==> config.mk <==
export PLATFORM = sky130hd
export DESIGN_NAME = pecpcs_bank
export DESIGN_NICKNAME = d
export VERILOG_FILES = /design/src/hw/pecpcs_pkg.sv /design/src/hw/pecpcs_bank.sv
export VERILOG_INCLUDE_DIRS = /design/src /design/src/hw
export SDC_FILE = /design/constraint.sdc
export NUM_CORES = 1
export LEC_CHECK = 0
export BUFFER_PORTS_ARGS = -buffer_cell sky130_fd_sc_hd__buf_4
export CORE_ASPECT_RATIO = 0.7
export CORE_MARGIN = 2
export CORE_UTILIZATION = 45
export DETAILED_ROUTE_END_ITERATION = 10
export PLACE_DENSITY = 0.69
export SETUP_SLACK_MARGIN = 0.2
export SYNTH_ARGS = -nofsm -noshare
export SYNTH_HDL_FRONTEND = slang
export SYNTH_SLANG_ARGS = --single-unit
export TNS_END_PERCENT = 10
==> constraint.sdc <==
create_clock -name clk -period 4.2 [get_ports clk]
set_clock_uncertainty 0.05 [all_clocks]
set_input_delay 0.21 -clock clk [delete_from_list [all_inputs] [get_ports clk]]
set_output_delay 0.21 -clock clk [all_outputs]
set_load 0.01 [all_outputs]
==> src/hw/pecpcs_map.svh <==
// Register map constants for the error counters and PCS configuration bank.
// Assumes inclusion by the package and the design module only.
`ifndef PECPCS_MAP_SVH
`define PECPCS_MAP_SVH

// ==========================================================================
// Offsets (register index, byte address is four times index)
`define PECPCS_FCC_IDX      8'h14
`define PECPCS_REC_IDX      8'h15
`define PECPCS_PCS_IDX      8'h16
`define PECPCS_IRQ_STS_IDX  8'h1A
`define PECPCS_IRQ_MSK_IDX  8'h1B

// ==========================================================================
// Configuration fields
`define PECPCS_CFG_BLK_BIT  12
`define PECPCS_CFG_FREE_BIT 11
`define PECPCS_CFG_TQ_BIT   10
`define PECPCS_CFG_SDF_BIT  9
`define PECPCS_CFG_SDA_BIT  8
`define PECPCS_CFG_F100_BIT 5
`define PECPCS_CFG_NRZI_BIT 2
`define PECPCS_CFG_SCR_BIT  1
`define PECPCS_CFG_DSC_BIT  0
`define PECPCS_CFG_WMASK    16'h1F27
`define PECPCS_CFG_RESET    16'h0100

// ==========================================================================
// Counters and interrupt status
`define PECPCS_CNT_MAX      8'hFF
`define PECPCS_IRQ_FC_BIT   0
`define PECPCS_IRQ_RE_BIT   1
`define PECPCS_IRQ_FCS_BIT  2
`define PECPCS_IRQ_RES_BIT  3
`define PECPCS_IRQ_W        4

`endif

==> src/hw/pecpcs_pkg.sv <==
// Types shared by the error counter and PCS configuration bank.
// Assumes the map header sits beside it.
`include "pecpcs_map.svh"

package pecpcs_pkg;

  // ========================================================================
  // Register port request
  typedef struct packed {
    logic [7:0]  addr;
    logic [15:0] wdata;
    logic        wr;
    logic        rd;
  } pecpcs_req_s;

  // Receive-side events from the PCS datapath
  typedef struct packed {
    logic falseCarrier;
    logic carrier;
    logic symbolError;
    logic collision;
  } pecpcs_evt_s;

  // Control outputs to the PCS datapath
  typedef struct packed {
    logic blockCodeSkip;
    logic freeRxClock;
    logic silentTransmitOn;
    logic signalDetectOverride;
    logic signalDetectAlgorithmSel;
    logic forceGoodLink;
    logic nrziSkip;
    logic txWhiteningSkip;
    logic rxDewhiteningSkip;
  } pecpcs_ctl_s;

  // Complete state of the block
  typedef struct packed {
    logic [7:0]                fcCount;
    logic [7:0]                reCount;
    logic [15:0]               cfg;
    logic                      carrierSeen;
    logic                      errSeen;
    logic                      collSeen;
    logic [`PECPCS_IRQ_W-1:0] irqSts;
    logic [`PECPCS_IRQ_W-1:0] irqMsk;
    logic [15:0]               rdata;
  } pecpcs_state_s;

endpackage

==> src/hw/pecpcs_bank.sv <==
// Error counters and 100 Mb/s PCS configuration register bank.
// Assumes events arrive synchronous to clk from the PCS datapath and
// a single-cycle strobe register port on the same clock.
`timescale 1ns/10ps
`include "pecpcs_map.svh"

module pecpcs_bank (
  input  wire logic                clk,
  input  wire logic                rst,
  input  wire pecpcs_pkg::pecpcs_req_s req,
  output logic [15:0]              rdata,
  input  wire pecpcs_pkg::pecpcs_evt_s evt,
  output pecpcs_pkg::pecpcs_ctl_s  ctl,
  output logic                     irq
);
  import pecpcs_pkg::*;

  pecpcs_state_s st_r;
  pecpcs_state_s st_nxt;

  // ========================================================================
  // Decodes
  logic rdFc;
  logic rdRe;
  logic endCarrier;
  logic reHit;
  logic [`PECPCS_IRQ_W-1:0] irqSet;

  // Access and event decodes
  always_comb begin
    rdFc       = req.rd && (req.addr == `PECPCS_FCC_IDX);
    rdRe       = req.rd && (req.addr == `PECPCS_REC_IDX);
    endCarrier = st_r.carrierSeen && !evt.carrier;
    // One step per carrier event with a symbol error, none with collision
    reHit      = endCarrier && (st_r.errSeen || evt.symbolError) &&
                 !(st_r.collSeen || evt.collision);
    irqSet     = '0;
    irqSet[`PECPCS_IRQ_FC_BIT]  = evt.falseCarrier;
    irqSet[`PECPCS_IRQ_RE_BIT]  = reHit;
    irqSet[`PECPCS_IRQ_FCS_BIT] = evt.falseCarrier &&
                                  (st_r.fcCount == `PECPCS_CNT_MAX - 8'h01);
    irqSet[`PECPCS_IRQ_RES_BIT] = reHit &&
                                  (st_r.reCount == `PECPCS_CNT_MAX - 8'h01);
  end

  // ========================================================================
  // Next-state logic
  always_comb begin
    st_nxt = st_r;

    // False carrier counter: read clears, same-cycle event survives
    if (rdFc) begin
      st_nxt.fcCount = evt.falseCarrier ? 8'h01 : 8'h00;
    end else if (evt.falseCarrier && st_r.fcCount != `PECPCS_CNT_MAX) begin
      st_nxt.fcCount = st_r.fcCount + 8'h01;
    end

    // Receive error counter
    if (rdRe) begin
      st_nxt.reCount = reHit ? 8'h01 : 8'h00;
    end else if (reHit && st_r.reCount != `PECPCS_CNT_MAX) begin
      st_nxt.reCount = st_r.reCount + 8'h01;
    end

    // Carrier event tracking
    st_nxt.carrierSeen = evt.carrier;
    if (evt.carrier) begin
      st_nxt.errSeen  = (st_r.carrierSeen && st_r.errSeen) || evt.symbolError;
      st_nxt.collSeen = (st_r.carrierSeen && st_r.collSeen) || evt.collision;
    end else begin
      st_nxt.errSeen  = 1'b0;
      st_nxt.collSeen = 1'b0;
    end

    // Configuration and interrupt writes
    if (req.wr) begin
      unique case (req.addr)
        `PECPCS_PCS_IDX: begin
          st_nxt.cfg = req.wdata & `PECPCS_CFG_WMASK;
        end
        `PECPCS_IRQ_STS_IDX: begin
          st_nxt.irqSts = st_r.irqSts & ~req.wdata[`PECPCS_IRQ_W-1:0];
        end
        `PECPCS_IRQ_MSK_IDX: begin
          st_nxt.irqMsk = req.wdata[`PECPCS_IRQ_W-1:0];
        end
        default: begin
        end
      endcase
    end
    // Set wins over clear
    st_nxt.irqSts = st_nxt.irqSts | irqSet;

    // Read data, valid the cycle after the strobe
    st_nxt.rdata = 16'h0000;
    if (req.rd) begin
      unique case (req.addr)
        `PECPCS_FCC_IDX:     st_nxt.rdata = {8'h00, st_r.fcCount};
        `PECPCS_REC_IDX:     st_nxt.rdata = {8'h00, st_r.reCount};
        `PECPCS_PCS_IDX:     st_nxt.rdata = st_r.cfg & `PECPCS_CFG_WMASK;
        `PECPCS_IRQ_STS_IDX: st_nxt.rdata = {12'h000, st_r.irqSts};
        `PECPCS_IRQ_MSK_IDX: st_nxt.rdata = {12'h000, st_r.irqMsk};
        default:             st_nxt.rdata = 16'h0000;
      endcase
    end
  end

  // ========================================================================
  // State register
  always_ff @(posedge clk) begin
    if (rst) begin
      st_r        <= '0;
      st_r.cfg    <= `PECPCS_CFG_RESET;
    end else begin
      st_r <= st_nxt;
    end
  end

  // ========================================================================
  // Outputs
  assign rdata = st_r.rdata;
  assign irq   = |(st_r.irqSts & st_r.irqMsk);

  // Control bits to the PCS datapath
  always_comb begin
    ctl.blockCodeSkip            = st_r.cfg[`PECPCS_CFG_BLK_BIT];
    ctl.freeRxClock              = st_r.cfg[`PECPCS_CFG_FREE_BIT];
    ctl.silentTransmitOn         = st_r.cfg[`PECPCS_CFG_TQ_BIT];
    ctl.signalDetectOverride     = st_r.cfg[`PECPCS_CFG_SDF_BIT];
    ctl.signalDetectAlgorithmSel = st_r.cfg[`PECPCS_CFG_SDA_BIT];
    ctl.forceGoodLink            = st_r.cfg[`PECPCS_CFG_F100_BIT];
    ctl.nrziSkip                 = st_r.cfg[`PECPCS_CFG_NRZI_BIT];
    ctl.txWhiteningSkip          = st_r.cfg[`PECPCS_CFG_SCR_BIT];
    ctl.rxDewhiteningSkip        = st_r.cfg[`PECPCS_CFG_DSC_BIT];
  end

endmodule

### Word-level counts from Yosys, hierarchy flattened

Index checks and enable logic that the tools add are counted.
W data, S select, Z words.

| word-level totals | value |
|---|---|
| register bits | 52 |
| input port bits | 32 |
| output and inout port bits | 26 |
| logic and storage cells | 60 |

| operators by class | value |
|---|---|
| add/subtract/negate cells | 2 |
| eq/ne operators | 9 |
| multiplexer cells | 10 |
| bitwise operators | 6 |
| reduce and logical (&&, ||, !) cells | 24 |

Operators by type and width:

| cell | number |
|---|---|
| $pmux W13 S5 | 1 |
| $eq A8 B5 Y1 const B | 5 |
| $mux W8 | 5 |
| $add A8 B1 Y8 const B | 2 |
| $eq A8 B8 Y1 const B | 2 |
| $ne A8 B8 Y1 const B | 2 |
| $logic_and A1 B1 Y1 | 11 |
| $and A4 B4 Y4 | 2 |
| $mux W4 | 2 |
| $logic_or A1 B1 Y1 | 4 |
| $not A4 Y4 | 1 |
| $or A4 B4 Y4 | 1 |
| $reduce_and A2 Y1 | 2 |
| $reduce_bool A2 Y1 | 2 |
| $reduce_or A2 Y1 | 2 |
| $reduce_or A4 Y1 | 1 |
| $logic_not A1 Y1 | 2 |
| $mux W1 | 2 |
| $not A1 Y1 | 2 |

### Depth between registers and ports, before layout

| logic depth | value |
|---|---|
| depth after elaboration | 7 |
| gate-level depth with buffers | 6 |
| gate-level depth less buffers | 5 |

### Worst setup path before layout

No wires, ideal clock.

| timing | value |
|---|---|
| path type | flip-flop to flip-flop |
| start | reg st_r[26] in the netlist's numbering |
| end | reg st_r[50] in the netlist's numbering |
| setup time | 70 ps |
| arrival time | 1780 ps |
| required time | 4080 ps |
| slack | 2300 ps |
| stages on the path, launching flop included | 6 |
| path buffers | 1 |
| clock period less this slack | 1900 ps |
| cells stage by stage | dfxtp_1 or4b_4 or2_1 clkbuf_2 or4_1 a21oi_1 |

| on the way | value |
|---|---|
| cells in the longest elaborated chain, start to end | 5 |

RTL lines:

| item | line | text |
|---|---|---|
| from (decl) | pecpcs_bank.sv:18 | `pecpcs_state_s st_r;` |
| from (signal assigned) | pecpcs_bank.sv:115 | `st_r <= st_nxt;` |
| $logic_and A1 B1 Y1 | pecpcs_bank.sv:33 | `endCarrier = st_r.carrierSeen && !evt.carrier;` |
| $logic_and A1 B1 Y1 (2 in series) | pecpcs_bank.sv:35 | `reHit = endCarrier && (st_r.errSeen \|\| evt.symbolError) &&` |
| $logic_and A1 B1 Y1 (no source line) | - |  |
| $reduce_bool A2 Y1 (no source line) | - |  |

No other way between the ends.
A chain may end at the register's enable or synchronous reset.

### Worst setup path in the final report

| timing | value |
|---|---|
| start | reg st_r[26] in the netlist's numbering |
| end | reg st_r[48] in the netlist's numbering |

The elaborated chain is that of the path after synthesis.

==> results.sh <==
export IMPL_dp_cells=372
export IMPL_rsz0062_at_grt="no"
export IMPL_antenna_cells=0
export IMPL_leakagePower_nw=1.09
export IMPL_post_dp_cell_area_um2=2740
export IMPL_synth_top_area_share_pct=39.3
export IMPL_whs_endpoint="ctl[4]$_SDFFE_PP1P_"
export IMPL_finalMaxSlewViolations=0
export IMPL_cts_resized=0
export IMPL_grt_ovfl_total=0
export IMPL_avgSynthCellArea_um2=8.78
export IMPL_synth_cell_types=52
export IMPL_cp_required_ns=4.40
export IMPL_max_freq_mhz=494
export IMPL_yosysSeqAreaShare_pct=39.3
export IMPL_dieArea_um2=6160
export IMPL_grt_pass1_wl_um=9030
export IMPL_clockPowerShare_pct=33.7
export IMPL_ys_seq_elements=49
export IMPL_p_sw_share_pct=23.9
export IMPL_finalNetCount=343
export IMPL_post_cts_setup_buffers=0
export IMPL_cts_buffers=5
export IMPL_holdPathStages=2
export IMPL_core_um2=5290
export IMPL_async_reset_ff_share_pct=0
export IMPL_ant_nets=0
export IMPL_fin_crit_ns=2.02
export IMPL_antenna_found_initial=0
export IMPL_layout_setup_ws_ns=2.18
export IMPL_ir_worst_vdd_v=0.000145
export IMPL_end_kind="flop"
export IMPL_cts_clk_slew_worst_paths_ns=0.09
export IMPL_place_ws_ns=2.03
export IMPL_synthFlopType="dfxtp_1"
export IMPL_final_common_cell="buf_4"
export IMPL_vias_per_cell=5.51
export IMPL_status="finished, final reports clean"
export IMPL_clkSinkCount=49
export IMPL_relSlewSlack_pct=39.3
export IMPL_area_growth_pct=13.0
export IMPL_crit_arrival_ns=2.22
export IMPL_start_kind="flop"
export IMPL_combPwrFrac_pct=7.9
export IMPL_tightest_slew_ns=0.903
export IMPL_p_seq_share_pct=58.5
export IMPL_gp_congestion=0.847
export IMPL_r2r_start="st_r[26]$_SDFF_PP0_"
export IMPL_die_h_um=66.3
export IMPL_powerDensity_nw_per_um2=287
export IMPL_post_route_util_pct=53.3
export IMPL_yosys_area_top_type="dfxtp_1"
export IMPL_h_tree_depth=2
export IMPL_drtPass1Iterations=4
export IMPL_dp_hpwl_um=4140
export IMPL_synth_area_leaders="dfxtp_1 (39%), mux2i_1 (8.4%), buf_4 (7.5%)"
export IMPL_cts_root_buffer="clkbuf_8"
export IMPL_stdcell_count=380
export IMPL_die_w_um=93.0
export IMPL_grt_usage_pct=19.0
export IMPL_fin_area_um2=2820
export IMPL_finalHoldViolations=0
export IMPL_worstReg2RegEnd="st_r[48]$_SDFFE_PP0P_"
export IMPL_portBuffers=48
export IMPL_drc=0
export IMPL_routed_wl_um=5500
export IMPL_finalSetupTns_ns=0
export IMPL_cts_buffer_depth=2
export IMPL_clkLatencyLatePin_ns=0.31
export IMPL_p_switching_mw=0.194
export IMPL_fin_crit_sh_pct=48.2
export IMPL_hp_class="input port to flop"
export IMPL_ctsHoldBuffers=0
export IMPL_netlist_instances=284
export IMPL_final_cell_mix="buf_4 (50), dfxtp_1 (49), nor2_1 (34)"
export IMPL_wl_per_cell_um=14.5
export IMPL_p_int_mw=0.616
export IMPL_synth_area_um2=2490
export IMPL_drv_cap=0
export IMPL_worstPathMaxFanout=7
export IMPL_drtIter0Drc=148
export IMPL_vias=2094
export IMPL_grt_max_degree=29
export IMPL_cts_tree="done"
export IMPL_start_util_pct=47.2
export IMPL_finalSetupViolCount=0
export IMPL_yosys_warnings=0
export IMPL_r2r_setup_slack_ns=2.18
export IMPL_r2r_cells=4
export IMPL_synth_edf_count=0
export IMPL_boundaryPins=58
export IMPL_path_class="flop to flop"
export IMPL_drive_above_1_share_pct=21.1
export IMPL_hp_start="req[10]"
export IMPL_fp_row_count=22
export IMPL_grt_pass1_vias=1833
==> cells by family (layout without fill, tap and decap cells) <==
kind of cell | after synthesis | in the layout | share of synthesized area (%)
AND/OR/NAND/NOR | 115 | 115 | 24.5
flip-flops | 49 | 49 | 39.3
AO/OA/AOI/OAI | 45 | 45 | 13.0
buffers and inverters | 44 | 66 | 10.5
multiplexers | 24 | 24 | 9.78
adder cells (fa/ha/maj) | 4 | 4 | 2.01
XOR/XNOR | 2 | 2 | 0.703
other | 1 | 3 | 0.150
==> worst max-delay path, stage by stage, from the launching register on <==
cell     delay (ns)
dfxtp_1        0.36
or4b_4         0.51
or2_1          0.35
or4_1          0.54
a21oi_1        0.16
==> layout make-up <==
cell class,instances,area (µm²)
fill,522,2470
multi-input combinational,193,1260
sequential,49,981
timing repair buffer,50,375
tap,72,90.1
clock buffer,7,76.3
inverter,8,30.0
clock inverter,1,7.51
==> worst max path at each step <==
stage | from | end | slack (ns)
after floorplan | st_r[26]$_SDFF_PP0_ | st_r[50]$_SDFFE_PP0P_ | 2.30
after global placement | req[19] | st_r[53]$_SDFFE_PP0P_ | 2.09
after detailed placement | req[19] | st_r[53]$_SDFFE_PP0P_ | 2.03
after CTS | st_r[26]$_SDFF_PP0_ | st_r[50]$_SDFFE_PP0P_ | 2.20
after global routing | st_r[26]$_SDFF_PP0_ | st_r[48]$_SDFFE_PP0P_ | 2.07
final | st_r[26]$_SDFF_PP0_ | st_r[48]$_SDFFE_PP0P_ | 2.18
==> state kept, by name (all words and copies together), names as in the netlist <==
name,flops
st_r,27
rdata,13
ctl,9
==> layer usage <==
metal | global-route usage, % | part of all wire, % | vias up | routed length, µm
li1 | - | - | 1041 | -
met2 | 26.0 | 41 | 68 | 2270
met5 | 0 | 0 | - | 0
met3 | 4.45 | 8.0 | 7 | 439
met1 | 28.0 | 49 | 978 | 2700
met4 | 7.90 | 1.7 | 0 | 95
==> synthesized netlist by cell type (all sizes together) (3+ instances only) <==
cell type and instances:
nand2b 6, mux2i 21, o21ai 3, and2 6
ha 4, buf 26, a31oi 5, nand3 11
a311oi 6, or2 3, inv 8, nand2 12
nand4 5, clkbuf 10, nor2 34, nor3 15
mux2 3, nor2b 3, dfxtp 49, a21oi 11
nor4 4
==> power by group through the flow <==
stage	clock [mW]	sequential [mW]	combinational (mW)
after floorplan	0	0.483	0.0368
after global placement	0	0.484	0.0621
after detailed placement	0	0.485	0.0632
after CTS	0.284	0.474	0.0635
after global routing	0.306	0.475	0.0706
final	0.272	0.474	0.0636
==> per-stage QoR <==
step | hold slack [ns] | total power, mW
2_1_floorplan | 0.269 | 0.520
3_3_place_gp | 0.367 | 0.546
3_5_place_dp | 0.370 | 0.548
4_1_cts | 0.0421 | 0.821
5_1_grt | 0.0352 | 0.852
6_report | 0.0529 | 0.810
No activity file was read; power rests on OpenSTA's default activity.
